<file path="config.mk">
export PLATFORM = sky130hd
export DESIGN_NAME = serial_pin_select_ir_ctl
export DESIGN_NICKNAME = d
export VERILOG_FILES = /design/src/design/pinsel_pkg.sv /design/src/design/ir_codec_if.sv /design/src/design/ir_codec.sv /design/src/design/serial_pin_select_ir_ctl.sv
export SDC_FILE = /design/constraint.sdc
export NUM_CORES = 1
export LEC_CHECK = 0
export BUFFER_PORTS_ARGS = -buffer_cell sky130_fd_sc_hd__buf_2
export CAP_MARGIN = 20
export CORE_MARGIN = 2
export CORE_UTILIZATION = 50
export CTS_BUF_LIST = sky130_fd_sc_hd__clkbuf_8
export DETAILED_ROUTE_END_ITERATION = 7
export HOLD_SLACK_MARGIN = 0.12
export PLACE_DENSITY = 0.83
export SYNTH_ARGS = -nofsm -noshare
export SYNTH_HDL_FRONTEND = slang
export SYNTH_SLANG_ARGS = --single-unit
export TNS_END_PERCENT = 100
</file>
<file path="constraint.sdc">
create_clock -name pclk -period 2.5 [get_ports pclk]
set_input_delay 0.5 -clock pclk [delete_from_list [all_inputs] [get_ports pclk]]
set_output_delay 0.5 -clock pclk [all_outputs]
set_load 0.01 [all_outputs]
</file>
<file path="src/design/pinsel_pkg.sv">
package pinsel_pkg;

  // ==========================================================
  // register map (byte addresses)
  localparam logic [11:0] SPF_OFFSET = 12'h000;
  localparam logic [11:0] IRC_OFFSET = 12'h004;
  localparam logic [11:0] STAT_OFFSET = 12'h008;

  // ==========================================================
  // pin control register fields
  localparam int CH2_SEL_BIT = 5;
  localparam int CH1_SEL_BIT = 4;
  localparam int CH2_TXINV_BIT = 3;
  localparam int CH2_RXINV_BIT = 2;
  localparam int CH1_TXINV_BIT = 1;
  localparam int CH1_RXINV_BIT = 0;
  localparam logic [7:0] SPF_RESET = 8'hc0;
  localparam logic [7:0] SPF_ONES = 8'hc0;
  localparam logic [7:0] SPF_WMASK = 8'h3f;

  // ==========================================================
  // infrared control register fields
  localparam int IR_ON_BIT = 7;
  localparam int IR_WIDTH_LSB = 4;
  localparam logic [7:0] IRC_RESET = 8'h00;
  localparam logic [7:0] IRC_WMASK = 8'hf0;

  // ==========================================================
  // status register fields
  localparam int STAT_ENC_BIT = 0;
  localparam int STAT_CH1RX_BIT = 1;
  localparam int STAT_CH2RX_BIT = 2;

  // ==========================================================
  // infrared timing
  localparam logic [2:0] IR_W_3_16 = 3'h0;
  localparam logic [7:0] IR_W_3_16_TICKS = 8'h03;
  localparam logic [3:0] TICKS_LAST = 4'hf;
  localparam logic [4:0] DEC_TICKS = 5'h10;
  localparam int CLK_MHZ = 20;
  localparam int IR_W1_NS = 200;
  localparam int IR_W2_NS = 400;
  localparam int IR_W3_NS = 800;
  localparam int IR_W4_NS = 1600;
  localparam logic [7:0] IR_W1_CYC = 8'((IR_W1_NS * CLK_MHZ + 999) / 1000);
  localparam logic [7:0] IR_W2_CYC = 8'((IR_W2_NS * CLK_MHZ + 999) / 1000);
  localparam logic [7:0] IR_W3_CYC = 8'((IR_W3_NS * CLK_MHZ + 999) / 1000);
  localparam logic [7:0] IR_W4_CYC = 8'((IR_W4_NS * CLK_MHZ + 999) / 1000);

  typedef enum logic {ENC_IDLE = 1'b0, ENC_PULSE = 1'b1} enc_state_t;

endpackage

</file>
<file path="src/design/ir_codec_if.sv">
`timescale 1ns/1ps
`default_nettype none
interface ir_codec_if;
  logic enable;
  logic tick16;
  logic tx_bit;
  logic rx_level;
  logic [2:0] width_code;
  logic enc_out;
  logic dec_out;
  modport top(output enable, output tick16, output tx_bit, output rx_level,
              output width_code, input enc_out, input dec_out);
  modport codec(input enable, input tick16, input tx_bit, input rx_level,
                input width_code, output enc_out, output dec_out);
endinterface
`default_nettype wire

</file>
<file path="src/design/ir_codec.sv">
`timescale 1ns/1ps
`default_nettype none
module ir_codec (
  input wire logic pclk,
  input wire logic presetn,
  ir_codec_if.codec cif
);

  // ==========================================================
  // pulse length per width code; prohibited codes fall back to 3/16
  function automatic logic [7:0] pulse_len(input logic [2:0] code);
    logic [7:0] len;
    len = pinsel_pkg::IR_W_3_16_TICKS;
    case (code)
      3'h1: len = pinsel_pkg::IR_W1_CYC;
      3'h2: len = pinsel_pkg::IR_W2_CYC;
      3'h3: len = pinsel_pkg::IR_W3_CYC;
      3'h4: len = pinsel_pkg::IR_W4_CYC;
      default: len = pinsel_pkg::IR_W_3_16_TICKS;
    endcase
    return len;
  endfunction

  logic use_tick;
  logic step;
  logic bit_start;
  logic tx_prev_reg;
  logic rx_prev_reg;
  logic [3:0] tick_cnt_reg;
  logic [7:0] remain_reg;
  logic [4:0] dec_cnt_reg;
  logic [7:0] help_ticks_reg;
  pinsel_pkg::enc_state_t state_reg;

  assign use_tick = (cif.width_code == pinsel_pkg::IR_W_3_16) || (cif.width_code > 3'h4);
  assign step = use_tick ? cif.tick16 : 1'b1;
  // bit boundary: any transmitter edge resyncs, otherwise every 16 ticks
  assign bit_start = cif.enable &&
    ((cif.tx_bit != tx_prev_reg) || (cif.tick16 && tick_cnt_reg == pinsel_pkg::TICKS_LAST));

  // ==========================================================
  // bit timing
  always_ff @(posedge pclk or negedge presetn) begin
    if (!presetn) begin
      tx_prev_reg <= 1'b1;
      tick_cnt_reg <= 4'h0;
    end else begin
      tx_prev_reg <= cif.tx_bit;
      if (bit_start) begin
        tick_cnt_reg <= 4'h0;
      end else if (cif.tick16) begin
        tick_cnt_reg <= tick_cnt_reg + 4'h1;
      end
    end
  end

  // ==========================================================
  // encoder: one high pulse per zero bit, low for one bits
  always_ff @(posedge pclk or negedge presetn) begin
    if (!presetn) begin
      state_reg <= pinsel_pkg::ENC_IDLE;
      remain_reg <= 8'h00;
    end else if (!cif.enable) begin
      state_reg <= pinsel_pkg::ENC_IDLE;
      remain_reg <= 8'h00;
    end else begin
      unique case (state_reg)
        pinsel_pkg::ENC_IDLE: begin
          if (bit_start && !cif.tx_bit) begin
            state_reg <= pinsel_pkg::ENC_PULSE;
            remain_reg <= pulse_len(cif.width_code);
          end
        end
        pinsel_pkg::ENC_PULSE: begin
          if (step) begin
            remain_reg <= remain_reg - 8'h01;
            if (remain_reg == 8'h01) begin
              state_reg <= pinsel_pkg::ENC_IDLE;
            end
          end
        end
      endcase
    end
  end

  assign cif.enc_out = (state_reg == pinsel_pkg::ENC_PULSE);

  // ==========================================================
  // decoder: a received pulse reads as a zero bit for one bit time
  always_ff @(posedge pclk or negedge presetn) begin
    if (!presetn) begin
      rx_prev_reg <= 1'b0;
      dec_cnt_reg <= 5'h00;
    end else begin
      rx_prev_reg <= cif.rx_level;
      if (!cif.enable) begin
        dec_cnt_reg <= 5'h00;
      end else if (cif.rx_level && !rx_prev_reg) begin
        dec_cnt_reg <= pinsel_pkg::DEC_TICKS;
      end else if (cif.tick16 && dec_cnt_reg != 5'h00) begin
        dec_cnt_reg <= dec_cnt_reg - 5'h01;
      end
    end
  end

  assign cif.dec_out = (dec_cnt_reg == 5'h00);

  // ==========================================================
  // checks
  always_ff @(posedge pclk or negedge presetn) begin
    if (!presetn) begin
      help_ticks_reg <= 8'h00;
    end else if (state_reg == pinsel_pkg::ENC_IDLE) begin
      help_ticks_reg <= 8'h00;
    end else if (cif.tick16) begin
      help_ticks_reg <= help_ticks_reg + 8'h01;
    end
  end
endmodule
`default_nettype wire

</file>
<file path="src/design/serial_pin_select_ir_ctl.sv">
`timescale 1ns/1ps
`default_nettype none
// Functional notes
// pin control bits 7:6 always read 1, writes ignored
// bit 5 routes shared pin A to channel 2 transmit, else port
// software enables channel 2 transmit only after selecting its pin
// bit 4 routes shared pin B to channel 1 transmit, else port
// software enables channel 1 transmit only after selecting its pin
// bit 3 inverts channel 2 transmit pin data
// bit 2 inverts channel 2 receive pin data
// bit 1 inverts channel 1 transmit pin data
// bit 0 inverts channel 1 receive pin data
// inversion changes apply immediately and may glitch a live line
// software changes pin control only while the line is idle
// infrared bit 7 routes channel 1 through the infrared codec
// width field 6:4 sets pulse width, 000 is 3/16 bit
// infrared control bits 3:0 read 0, writes ignored
// encoder pulses for zero bits, decoder maps pulses back to zero
module serial_pin_select_ir_ctl (
  // clock and reset
  input wire logic pclk,
  input wire logic presetn,
  // apb slave
  input wire logic psel,
  input wire logic penable,
  input wire logic pwrite,
  input wire logic [11:0] paddr,
  input wire logic [31:0] pwdata,
  input wire logic [3:0] pstrb,
  output logic [31:0] prdata,
  output logic pready,
  output logic pslverr,
  // serial engines
  input wire logic ch1_tx_data,
  input wire logic ch2_tx_data,
  input wire logic ch1_tick16,
  output logic ch1_rx_data,
  output logic ch2_rx_data,
  // general port side of the shared pins
  input wire logic gpio_a_out,
  input wire logic gpio_a_oe,
  input wire logic gpio_b_out,
  input wire logic gpio_b_oe,
  output logic gpio_a_in,
  output logic gpio_b_in,
  // shared pin a (port or channel 2 serial out)
  input wire logic port_pin_a_in,
  output logic port_pin_a_out,
  output logic port_pin_a_oe,
  // shared pin b (port or channel 1 serial out / infrared out)
  input wire logic port_pin_b_in,
  output logic port_pin_b_out,
  output logic port_pin_b_oe,
  // receive pins
  input wire logic ch1_serial_in,
  input wire logic ch2_serial_in
);

  // ==========================================================
  // shared-pin data: serial function with polarity, or port data
  function automatic logic pin_data(input logic sel, input logic inv,
                                    input logic tx, input logic gpio);
    return sel ? (tx ^ inv) : gpio;
  endfunction

  logic [7:0] spf_reg;
  logic [7:0] irc_reg;
  logic [31:0] prdata_reg;
  logic pready_reg;
  logic pslverr_reg;
  logic setup;
  logic access;
  logic mapped;
  logic [7:0] rd_value;
  logic ir_on;
  logic ch1_tx_eff;
  logic ch1_rx_pin;
  logic ch2_rx_pin;
  logic pin_a_out_reg;
  logic pin_a_oe_reg;
  logic pin_b_out_reg;
  logic pin_b_oe_reg;
  logic ch1_rx_reg;
  logic ch2_rx_reg;
  logic gpio_a_in_reg;
  logic gpio_b_in_reg;

  ir_codec_if cif ();

  // ==========================================================
  // apb decode
  assign setup = psel && !penable;
  assign access = psel && penable && pready_reg;
  assign mapped = (paddr == pinsel_pkg::SPF_OFFSET) || (paddr == pinsel_pkg::IRC_OFFSET) ||
                  (paddr == pinsel_pkg::STAT_OFFSET);

  always_comb begin
    rd_value = 8'h00;
    if (paddr == pinsel_pkg::SPF_OFFSET) begin
      rd_value = spf_reg | pinsel_pkg::SPF_ONES;
    end else if (paddr == pinsel_pkg::IRC_OFFSET) begin
      rd_value = irc_reg & pinsel_pkg::IRC_WMASK;
    end else if (paddr == pinsel_pkg::STAT_OFFSET) begin
      rd_value[pinsel_pkg::STAT_ENC_BIT] = cif.enc_out;
      rd_value[pinsel_pkg::STAT_CH1RX_BIT] = ch1_rx_reg;
      rd_value[pinsel_pkg::STAT_CH2RX_BIT] = ch2_rx_reg;
    end
  end

  // one wait-free access phase: answer is prepared during setup
  always_ff @(posedge pclk or negedge presetn) begin
    if (!presetn) begin
      pready_reg <= 1'b0;
      pslverr_reg <= 1'b0;
      prdata_reg <= 32'h0000_0000;
    end else begin
      pready_reg <= setup;
      pslverr_reg <= setup && !mapped;
      if (setup && !pwrite) begin
        prdata_reg <= {24'h00_0000, rd_value};
      end
    end
  end

  // ==========================================================
  // control registers
  always_ff @(posedge pclk or negedge presetn) begin
    if (!presetn) begin
      spf_reg <= pinsel_pkg::SPF_RESET;
    end else if (access && pwrite && pstrb[0] && paddr == pinsel_pkg::SPF_OFFSET) begin
      spf_reg <= (pwdata[7:0] & pinsel_pkg::SPF_WMASK) | pinsel_pkg::SPF_ONES;
    end
  end

  always_ff @(posedge pclk or negedge presetn) begin
    if (!presetn) begin
      irc_reg <= pinsel_pkg::IRC_RESET;
    end else if (access && pwrite && pstrb[0] && paddr == pinsel_pkg::IRC_OFFSET) begin
      irc_reg <= pwdata[7:0] & pinsel_pkg::IRC_WMASK;
    end
  end

  // ==========================================================
  // infrared codec on channel 1
  assign ir_on = irc_reg[pinsel_pkg::IR_ON_BIT];
  assign ch1_rx_pin = ch1_serial_in ^ spf_reg[pinsel_pkg::CH1_RXINV_BIT];
  assign ch2_rx_pin = ch2_serial_in ^ spf_reg[pinsel_pkg::CH2_RXINV_BIT];
  assign cif.enable = ir_on;
  assign cif.tick16 = ch1_tick16;
  assign cif.tx_bit = ch1_tx_data;
  assign cif.rx_level = ch1_rx_pin;
  assign cif.width_code = irc_reg[pinsel_pkg::IR_WIDTH_LSB +: 3];
  assign ch1_tx_eff = ir_on ? cif.enc_out : ch1_tx_data;

  ir_codec u_codec (
    .pclk(pclk),
    .presetn(presetn),
    .cif(cif)
  );

  // ==========================================================
  // pin paths; a polarity write shows on the pin at the next edge, so a
  // write during a live frame glitches the line
  always_ff @(posedge pclk or negedge presetn) begin
    if (!presetn) begin
      pin_a_out_reg <= 1'b0;
      pin_a_oe_reg <= 1'b0;
      ch2_rx_reg <= 1'b1;
      gpio_a_in_reg <= 1'b0;
    end else begin
      pin_a_out_reg <= pin_data(spf_reg[pinsel_pkg::CH2_SEL_BIT],
                                spf_reg[pinsel_pkg::CH2_TXINV_BIT],
                                ch2_tx_data, gpio_a_out);
      pin_a_oe_reg <= spf_reg[pinsel_pkg::CH2_SEL_BIT] ? 1'b1 : gpio_a_oe;
      ch2_rx_reg <= ch2_rx_pin;
      gpio_a_in_reg <= port_pin_a_in;
    end
  end

  always_ff @(posedge pclk or negedge presetn) begin
    if (!presetn) begin
      pin_b_out_reg <= 1'b0;
      pin_b_oe_reg <= 1'b0;
      ch1_rx_reg <= 1'b1;
      gpio_b_in_reg <= 1'b0;
    end else begin
      pin_b_out_reg <= pin_data(spf_reg[pinsel_pkg::CH1_SEL_BIT],
                                spf_reg[pinsel_pkg::CH1_TXINV_BIT],
                                ch1_tx_eff, gpio_b_out);
      pin_b_oe_reg <= spf_reg[pinsel_pkg::CH1_SEL_BIT] ? 1'b1 : gpio_b_oe;
      ch1_rx_reg <= ir_on ? cif.dec_out : ch1_rx_pin;
      gpio_b_in_reg <= port_pin_b_in;
    end
  end

  assign prdata = prdata_reg;
  assign pready = pready_reg;
  assign pslverr = pslverr_reg;
  assign port_pin_a_out = pin_a_out_reg;
  assign port_pin_a_oe = pin_a_oe_reg;
  assign port_pin_b_out = pin_b_out_reg;
  assign port_pin_b_oe = pin_b_oe_reg;
  assign ch1_rx_data = ch1_rx_reg;
  assign ch2_rx_data = ch2_rx_reg;
  assign gpio_a_in = gpio_a_in_reg;
  assign gpio_b_in = gpio_b_in_reg;
endmodule
`default_nettype wire

</file>
==> results.md, run 1 <==
* Grt total ovfl at 0
* CTS Buf Count at 5
* Compound-Gate Fraction of Synth Area at under 10%
* Share of synthesized registers carrying an async set or reset at 100%
* Largest family of logic cells by synthesized area: simple AND/OR/NAND/NOR gates
* RSZ-0062 raised after global routing: false
* Height of the chip at 75.4 µm
* Crit Path Max Fanout at 9
* Total track usage at between 20% and 30%
* Depth of the CTS H-tree at 2
* Io pins at around 110
* Lkg Pwr at 1.41 nW
* Post-Place Cells at ~360
* Mux contribution to synthesized area at 9.33%
* Final antenna-violating net count at 0
* Clock tree buffer depth at 2
* Nature of the critical path startpoint: register
* Critical Path AT at 2130 ps
* 1st-iter DRT viols at 185
* Vias in the first global route at 1867
* Crit end category: register
* Mapped Area at between 2000 and 3000 µm²
* First-pass GRT wire length at slightly below 9000 µm
* Buf+Inv Stages, Crit Path at 0
* Worst-path clk slew at around 90 ps
* Clock sink total at 48
* GP Congestion at 0.836
* Final Core Density at roughly three fifths
* Fin Setup TNS at 0 ps
* Fin crit period at 1930 ps
* Post-synthesis simple-gate area fraction at about 18%
* Overall power at around 1.5 mW
* Cell Chain, Critical Path: nor2_1 -> ha_1 -> nand2b_1 -> a22o_1 -> o21ai_0 -> a31o_2
* Area growth syn-to-layout at 13.8%
* P per Cell Area at approximately 530 nW/µm²
* Fin area at about 2900 µm²
* XOR/XNOR Fraction of Synth Area at 3.78%
* Finish-stage setup viols at 0
* Status: complete, no violations
* I/O Buffers at 54
* CP max-delay cell: dfrtp_1
* Delay-heaviest family, CP: compound AO/OA/AOI/OAI gates
* Most instantiated cells after synthesis: dfrtp_1, buf_4, nor2_1
* Resized cells post-CTS at 0
* Yosys warns at 0
* Worst hold slack at 210 ps
* HPWL after detailed placement at a little under 4000 µm
* Worst Skew at 7.27 ps
* Synthesis-stage register bit count at between 40 and 50
* VDD IR max at a little under 400 µV
* Slack of the critical path at ~570 ps
* FF-to-FF setup slack at around 570 ps
* Wire per inst at 14.1 µm
* Origin of the critical flop-to-flop path: irc_reg[5]$_DFFE_PN0P_
* Largest net degree at the start of global routing at 28
* Antenna diodes at 0
* Setup bufs post-CTS at 0
* Register area share after synthesis at 47.3%
* Syn Inst Count at roughly 250
* Post-synth EDFFs at 0
* Worst slew margin at a little under three fifths
* Required time at the worst-slack endpoint at 2700 ps
* Worst hold path class: input pin to asynchronous set/reset pin
* Adder-Cell Fraction of Synth Area at under 10%
* FP Rows at 25
* Top-count cell post-synth: dfrtp_1
* Placed inst area at ~2800 µm²
* Worst reg2reg endpoint: u_codec.remain_reg[2]$_DFFE_PN0P_
* Synth area leaders: dfrtp_1, buf_4, mux2_4, nor2_1, mux2i_1
* Layout cell share with drive strength beyond 1 at 28.6%
* CTS tree: built
* Worst skew pair latency at 300 ps
* Synth Flop Type: dfrtp_1
* Die Width at between 70 and 80 µm
* Drt drc at 0
* TritonRoute pass-1 iters at 4
* Top-area cell type share of the netlist area at between 40% and 50%
* Worst r2r path cells at 6
* Critical path's largest stage delay at ~470 ps
* Routed vias at 1915
* Final Instance Count excl. Fillers at 371
* Worst slack, placed at between 200 and 300 ps
* Vias per cell at around 5.2
* Mean Syn Cell Area at 10.2 µm²
* Crit Path Category: register to register
* Die area at about 5700 µm²
* Final period util at between 70% and 80%
* Hold Buf Count CTS at 0
* Clock root buffer: clkbuf_8
* Worst slew pin tran at around 650 ps
* Max Cap Viol at 0
* Fmax at roughly 520 MHz
* Slew Limit Fails at 0
* Nets at between 300 and 400
* Core Region at around 4800 µm²
* Synth cell types at between 40 and 50
* Hold Violations, Final at 0
* Post-synth top area cell: dfrtp_1
* Initial Util at between 50 and 60%
* Final wirelength at between 5000 and 6000 µm
* Initial antenna violation count at 0
placed cells by master (no fill, tap or decap), types with 4 or more instances in the layout:
cell type   n
nor2b_1     4
nand3_1     8
conb_1     24
mux2i_1     8
a21oi_1    12
buf_2      54
nor2_1     23
nand2b_1    5
nand2_1    14
o31ai_1     4
dfrtp_1    45
ha_1        5
nand4_1     6
o21ai_0    10
inv_1      11
mux2_2      6
mux2_4      6
xor2_1      4
xnor2_1     7
clkbuf_8    6
per-layer routing:
layer / track usage (%) / vias to the layer above / wire length, µm
met3: 4.10 / 9 / 316
met4: 7.41 / 0 / 90
li1: - / 921 / -
met1: 26.6 / 909 / 2190
met5: 0 / - / 0
met2: 35.1 / 76 / 2620
report_power, final:
group / leakage (nW) / switching (mW) / internal (mW)
logic: 0.732 / 0.113 / 0.0846
registers: 0.633 / 0.0384 / 0.822
clock network: 0.0486 / 0.254 / 0.221
total: 1.41 / 0.405 / 1.13
final cells by class:
type / count / area [µm²]
Clock buffer: 6 / 82.6
Multi-Input combinational cell: 180 / 1170
Fill cell: 403 / 1920
Timing Repair Buffer: 58 / 313
Tap cell: 67 / 83.8
Sequential cell: 48 / 1200
Clock inverter: 2 / 11.3
Inverter: 10 / 37.5
worst max path at each step:
| stage | start | slack [ps] | endpoint | depth (start not counted) |
|---|---|---|---|---|
| global placement | paddr[7] | 370 | spf_reg[2]$_DFFE_PN0P_ | 5 |
| floorplan | paddr[7] | 570 | spf_reg[0]$_DFFE_PN0P_ | 5 |
| detailed placement | paddr[7] | 280 | spf_reg[1]$_DFFE_PN0P_ | 5 |
| CTS | irc_reg[4]$_DFFE_PN0P_ | 590 | u_codec.remain_reg[2]$_DFFE_PN0P_ | 6 |
| global route | irc_reg[5]$_DFFE_PN0P_ | 400 | u_codec.remain_reg[2]$_DFFE_PN0P_ | 6 |
| finish | irc_reg[5]$_DFFE_PN0P_ | 570 | u_codec.remain_reg[2]$_DFFE_PN0P_ | 6 |
cell families after synthesis:
logic type	Yosys count
xor gates and xnor gates	11
DFF	48
AOI/OAI and AO/OA	37
buffers and inverters	44
adders and majority gates	5
muxes	20
other	1
and+or+nand+nor	83
Power figures use the tool's default switching activity.
==> run 2, diff against run 1 <==
ABC_AREA = 1   (was default)
PLACE_DENSITY = 0.82   (was 0.83)
clock period = 1.9 ns   (was 2.5 ns; I/O delays follow)
==> run 2 against run 1 <==
Via count is 22% higher. Sequential power is 30% higher. Area after synthesis is 5.6% higher. Register-to-register slack worse by 240 ps. Worst setup slack worse by 240 ps. Global-route usage is 1.2 points lower. Clock power is 31% higher. Hold slack worse by 26 ps. Count of clock-buffer cells in the layout stayed put. Sequential share of layout area is 2.5 points lower.
==> results.md, run 2 <==
* Fin area at just over 3000 µm²
* Lkg Pwr at around 1.7 nW
* Nets at around 480
* Fin Setup TNS at 0 ps
* Syn Inst Count at approximately 350
* Slack of the critical path at 337 ps
* CTS Buf Count at 5
* GP Congestion at just over 0.9
* TritonRoute pass-1 iters at 4
* Worst hold path class: input pin to register
* Worst slack, placed at 372 ps
* Area growth syn-to-layout at 14.8%
* Routed vias at 2334
* Placed inst area at approximately 3000 µm²
* Worst hold slack at 184 ps
* Fin crit period at roughly 1600 ps
* Total track usage at 19.5%
* Worst slew pin tran at roughly 540 ps
* Final antenna-violating net count at 0
* Crit Path Max Fanout at 6
* Io pins at 106
* Height of the chip at 77.4 µm
* Clock sink total at 48
* Resized cells post-CTS at 0
* I/O Buffers at 54
* Origin of the critical flop-to-flop path: irc_reg[4]$_DFFE_PN0P_
* Max Cap Viol at 0
* FF-to-FF setup slack at ~340 ps
* Synth area leaders: dfrtp_1, nand2_1, buf_4, nand3_1, inv_1
* Fmax at 640 MHz
* CP startpoint: irc_reg[4]$_DFFE_PN0P_
* Worst skew pair latency at 300 ps
* Layout cell share with drive strength beyond 1 at about a fifth
* Vias in the first global route at between 2000 and 2500
* Initial Util at around 52%
* Synth cell types at 32
* Initial antenna violation count at 0
* Fillcell total at ~480
* Synthesis-stage register bit count at 48
* Nature of the critical path startpoint: register
* Clock root buffer: clkbuf_8
* Mapped Area at 2690 µm²
* Post-synth top area cell: dfrtp_1
* Die area at 5990 µm²
* Depth of the CTS H-tree at 2
* Core Region at about 5000 µm²
* Worst Skew at approximately 9.5 ps
* Clock tree buffer depth at 2
* Final period util at a little over 80%
* Mean Syn Cell Area at a little under 8 µm²
* HPWL after detailed placement at around 4400 µm
* RSZ-0062 raised after global routing: false
* Required time at the worst-slack endpoint at 2130 ps
* Crit Path Category: register to register
* First-pass GRT wire length at 9360 µm
* Critical Path AT at ~1800 ps
* Die Width at just under 80 µm
* P per Cell Area at between 600 and 700 nW/µm²
* Share of synthesized registers carrying an async set or reset at 100%
* Finish-stage setup viols at 0
* Register area share after synthesis at about 45%
* Status: complete, no violations
* VDD IR max at between 400 and 500 µV
* Most instantiated cells after synthesis: nand2_1, dfrtp_1, inv_1
* Yosys warns at 0
* Hold_sp: port_pin_a_in
* Worst slew margin at approximately 64%
* Grt total ovfl at 0
* 1st-iter DRT viols at between 150 and 200
* Most frequent cells in the layout: nand2_1, buf_2, dfrtp_1, inv_1, nand3_1
* Worst-path clk slew at about 90 ps
* Drt drc at 0
* Largest net degree at the start of global routing at 27
* Crit end category: register
* FP Rows at 26
* Wire per inst at between 10 and 15 µm
* Top-count cell post-synth: nand2_1
* Final wirelength at around 5600 µm
* Antenna diodes at 0
* Synth Flop Type: dfrtp_1
* Hold Violations, Final at 0
* Top-area cell type share of the netlist area at 41.8%
* Slew Limit Fails at 0
* CTS tree: built
* Commonest non-fill, non-tap cell in the layout: nand2_1
* Vias per cell at 4.88
* Post-synth EDFFs at 0
==> run 2: changes by cell type in the layout (fill, tap and decap cells not counted), sizes merged, moves of 7 or more <==
cell	previous run	this run
nand2	14	98
inv	11	40
nand3	8	34
o21ai	10	29
mux2	12	0
mux2i	8	0
nor2	23	30
==> run 2: stage by stage <==
step                      cells  utilization (%)  power (mW)
after floorplan             368                -        1.31
after global placement      470             58.1        1.37
after detailed placement    470             58.1        1.37
after CTS                   478             60.1        2.00
after global routing        478             60.1        2.09
final                       478             60.1        1.98
==> run 2: worst max-delay path, stage by stage, from the launching register on <==
cell     delay, ps
dfrtp_1        430
nor2_1          90
ha_1           270
nand2_1         70
o21ai_1        300
buf_4          200
nand3_1         70
nand2_1         60
==> run 2: layout make-up <==
type	instances	area (µm²)	share of cell area, %
clock buffer	6	82.6	2.67
clock inverter	1	8.76	0.284
inverter	40	150	4.86
multi-input combinational	254	1230	39.9
sequential	48	1200	39.0
tap	70	87.6	2.84
timing repair buffer	59	323	10.4
==> run 2: per-layer routing <==
metal,routed length (µm),global-route usage [%],vias up
met2,2730,31.3,60
met5,0,0,-
li1,-,-,1178
met4,97,7.14,0
met1,2590,26.7,1087
met3,205,3.49,9
==> run 2: timing repair <==
action,4_1_cts,5_1_grt
hold buffers,1,0
setup buffers,0,0
endpoints found under the hold margin,20,0
==> run 2: cells by family after synthesis <==
family | count (synthesis) | share of synthesized area (%)
AND/OR/NAND/NOR | 175 | 29.5
buffers and inverters | 66 | 12.6
flip-flops | 48 | 44.8
AO/OA/AOI/OAI | 43 | 8.37
XOR/XNOR | 7 | 2.28
adder cells (fa/ha/maj) | 5 | 2.32
other | 1 | 0.139
==> run 2: path summary, 6_finish.rpt <==
kind,cells after the start,end
max,7,u_codec.remain_reg[0]$_DFFE_PN0P_
max reg2reg,7,u_codec.remain_reg[0]$_DFFE_PN0P_
min reg2reg,1,port_pin_a_oe$_DFF_PN0_
max in group asynchronous,3,u_codec.tx_prev_reg$_DFF_PN1_
min,1,gpio_a_in$_DFF_PN0_
min in group asynchronous,2,port_pin_b_out$_DFF_PN0_
==> run 2: power by group <==
part           switching, mW  internal [mW]  total [mW]
clock                  0.332          0.291       0.623
combinational          0.137          0.101       0.238
sequential            0.0390           1.08        1.12
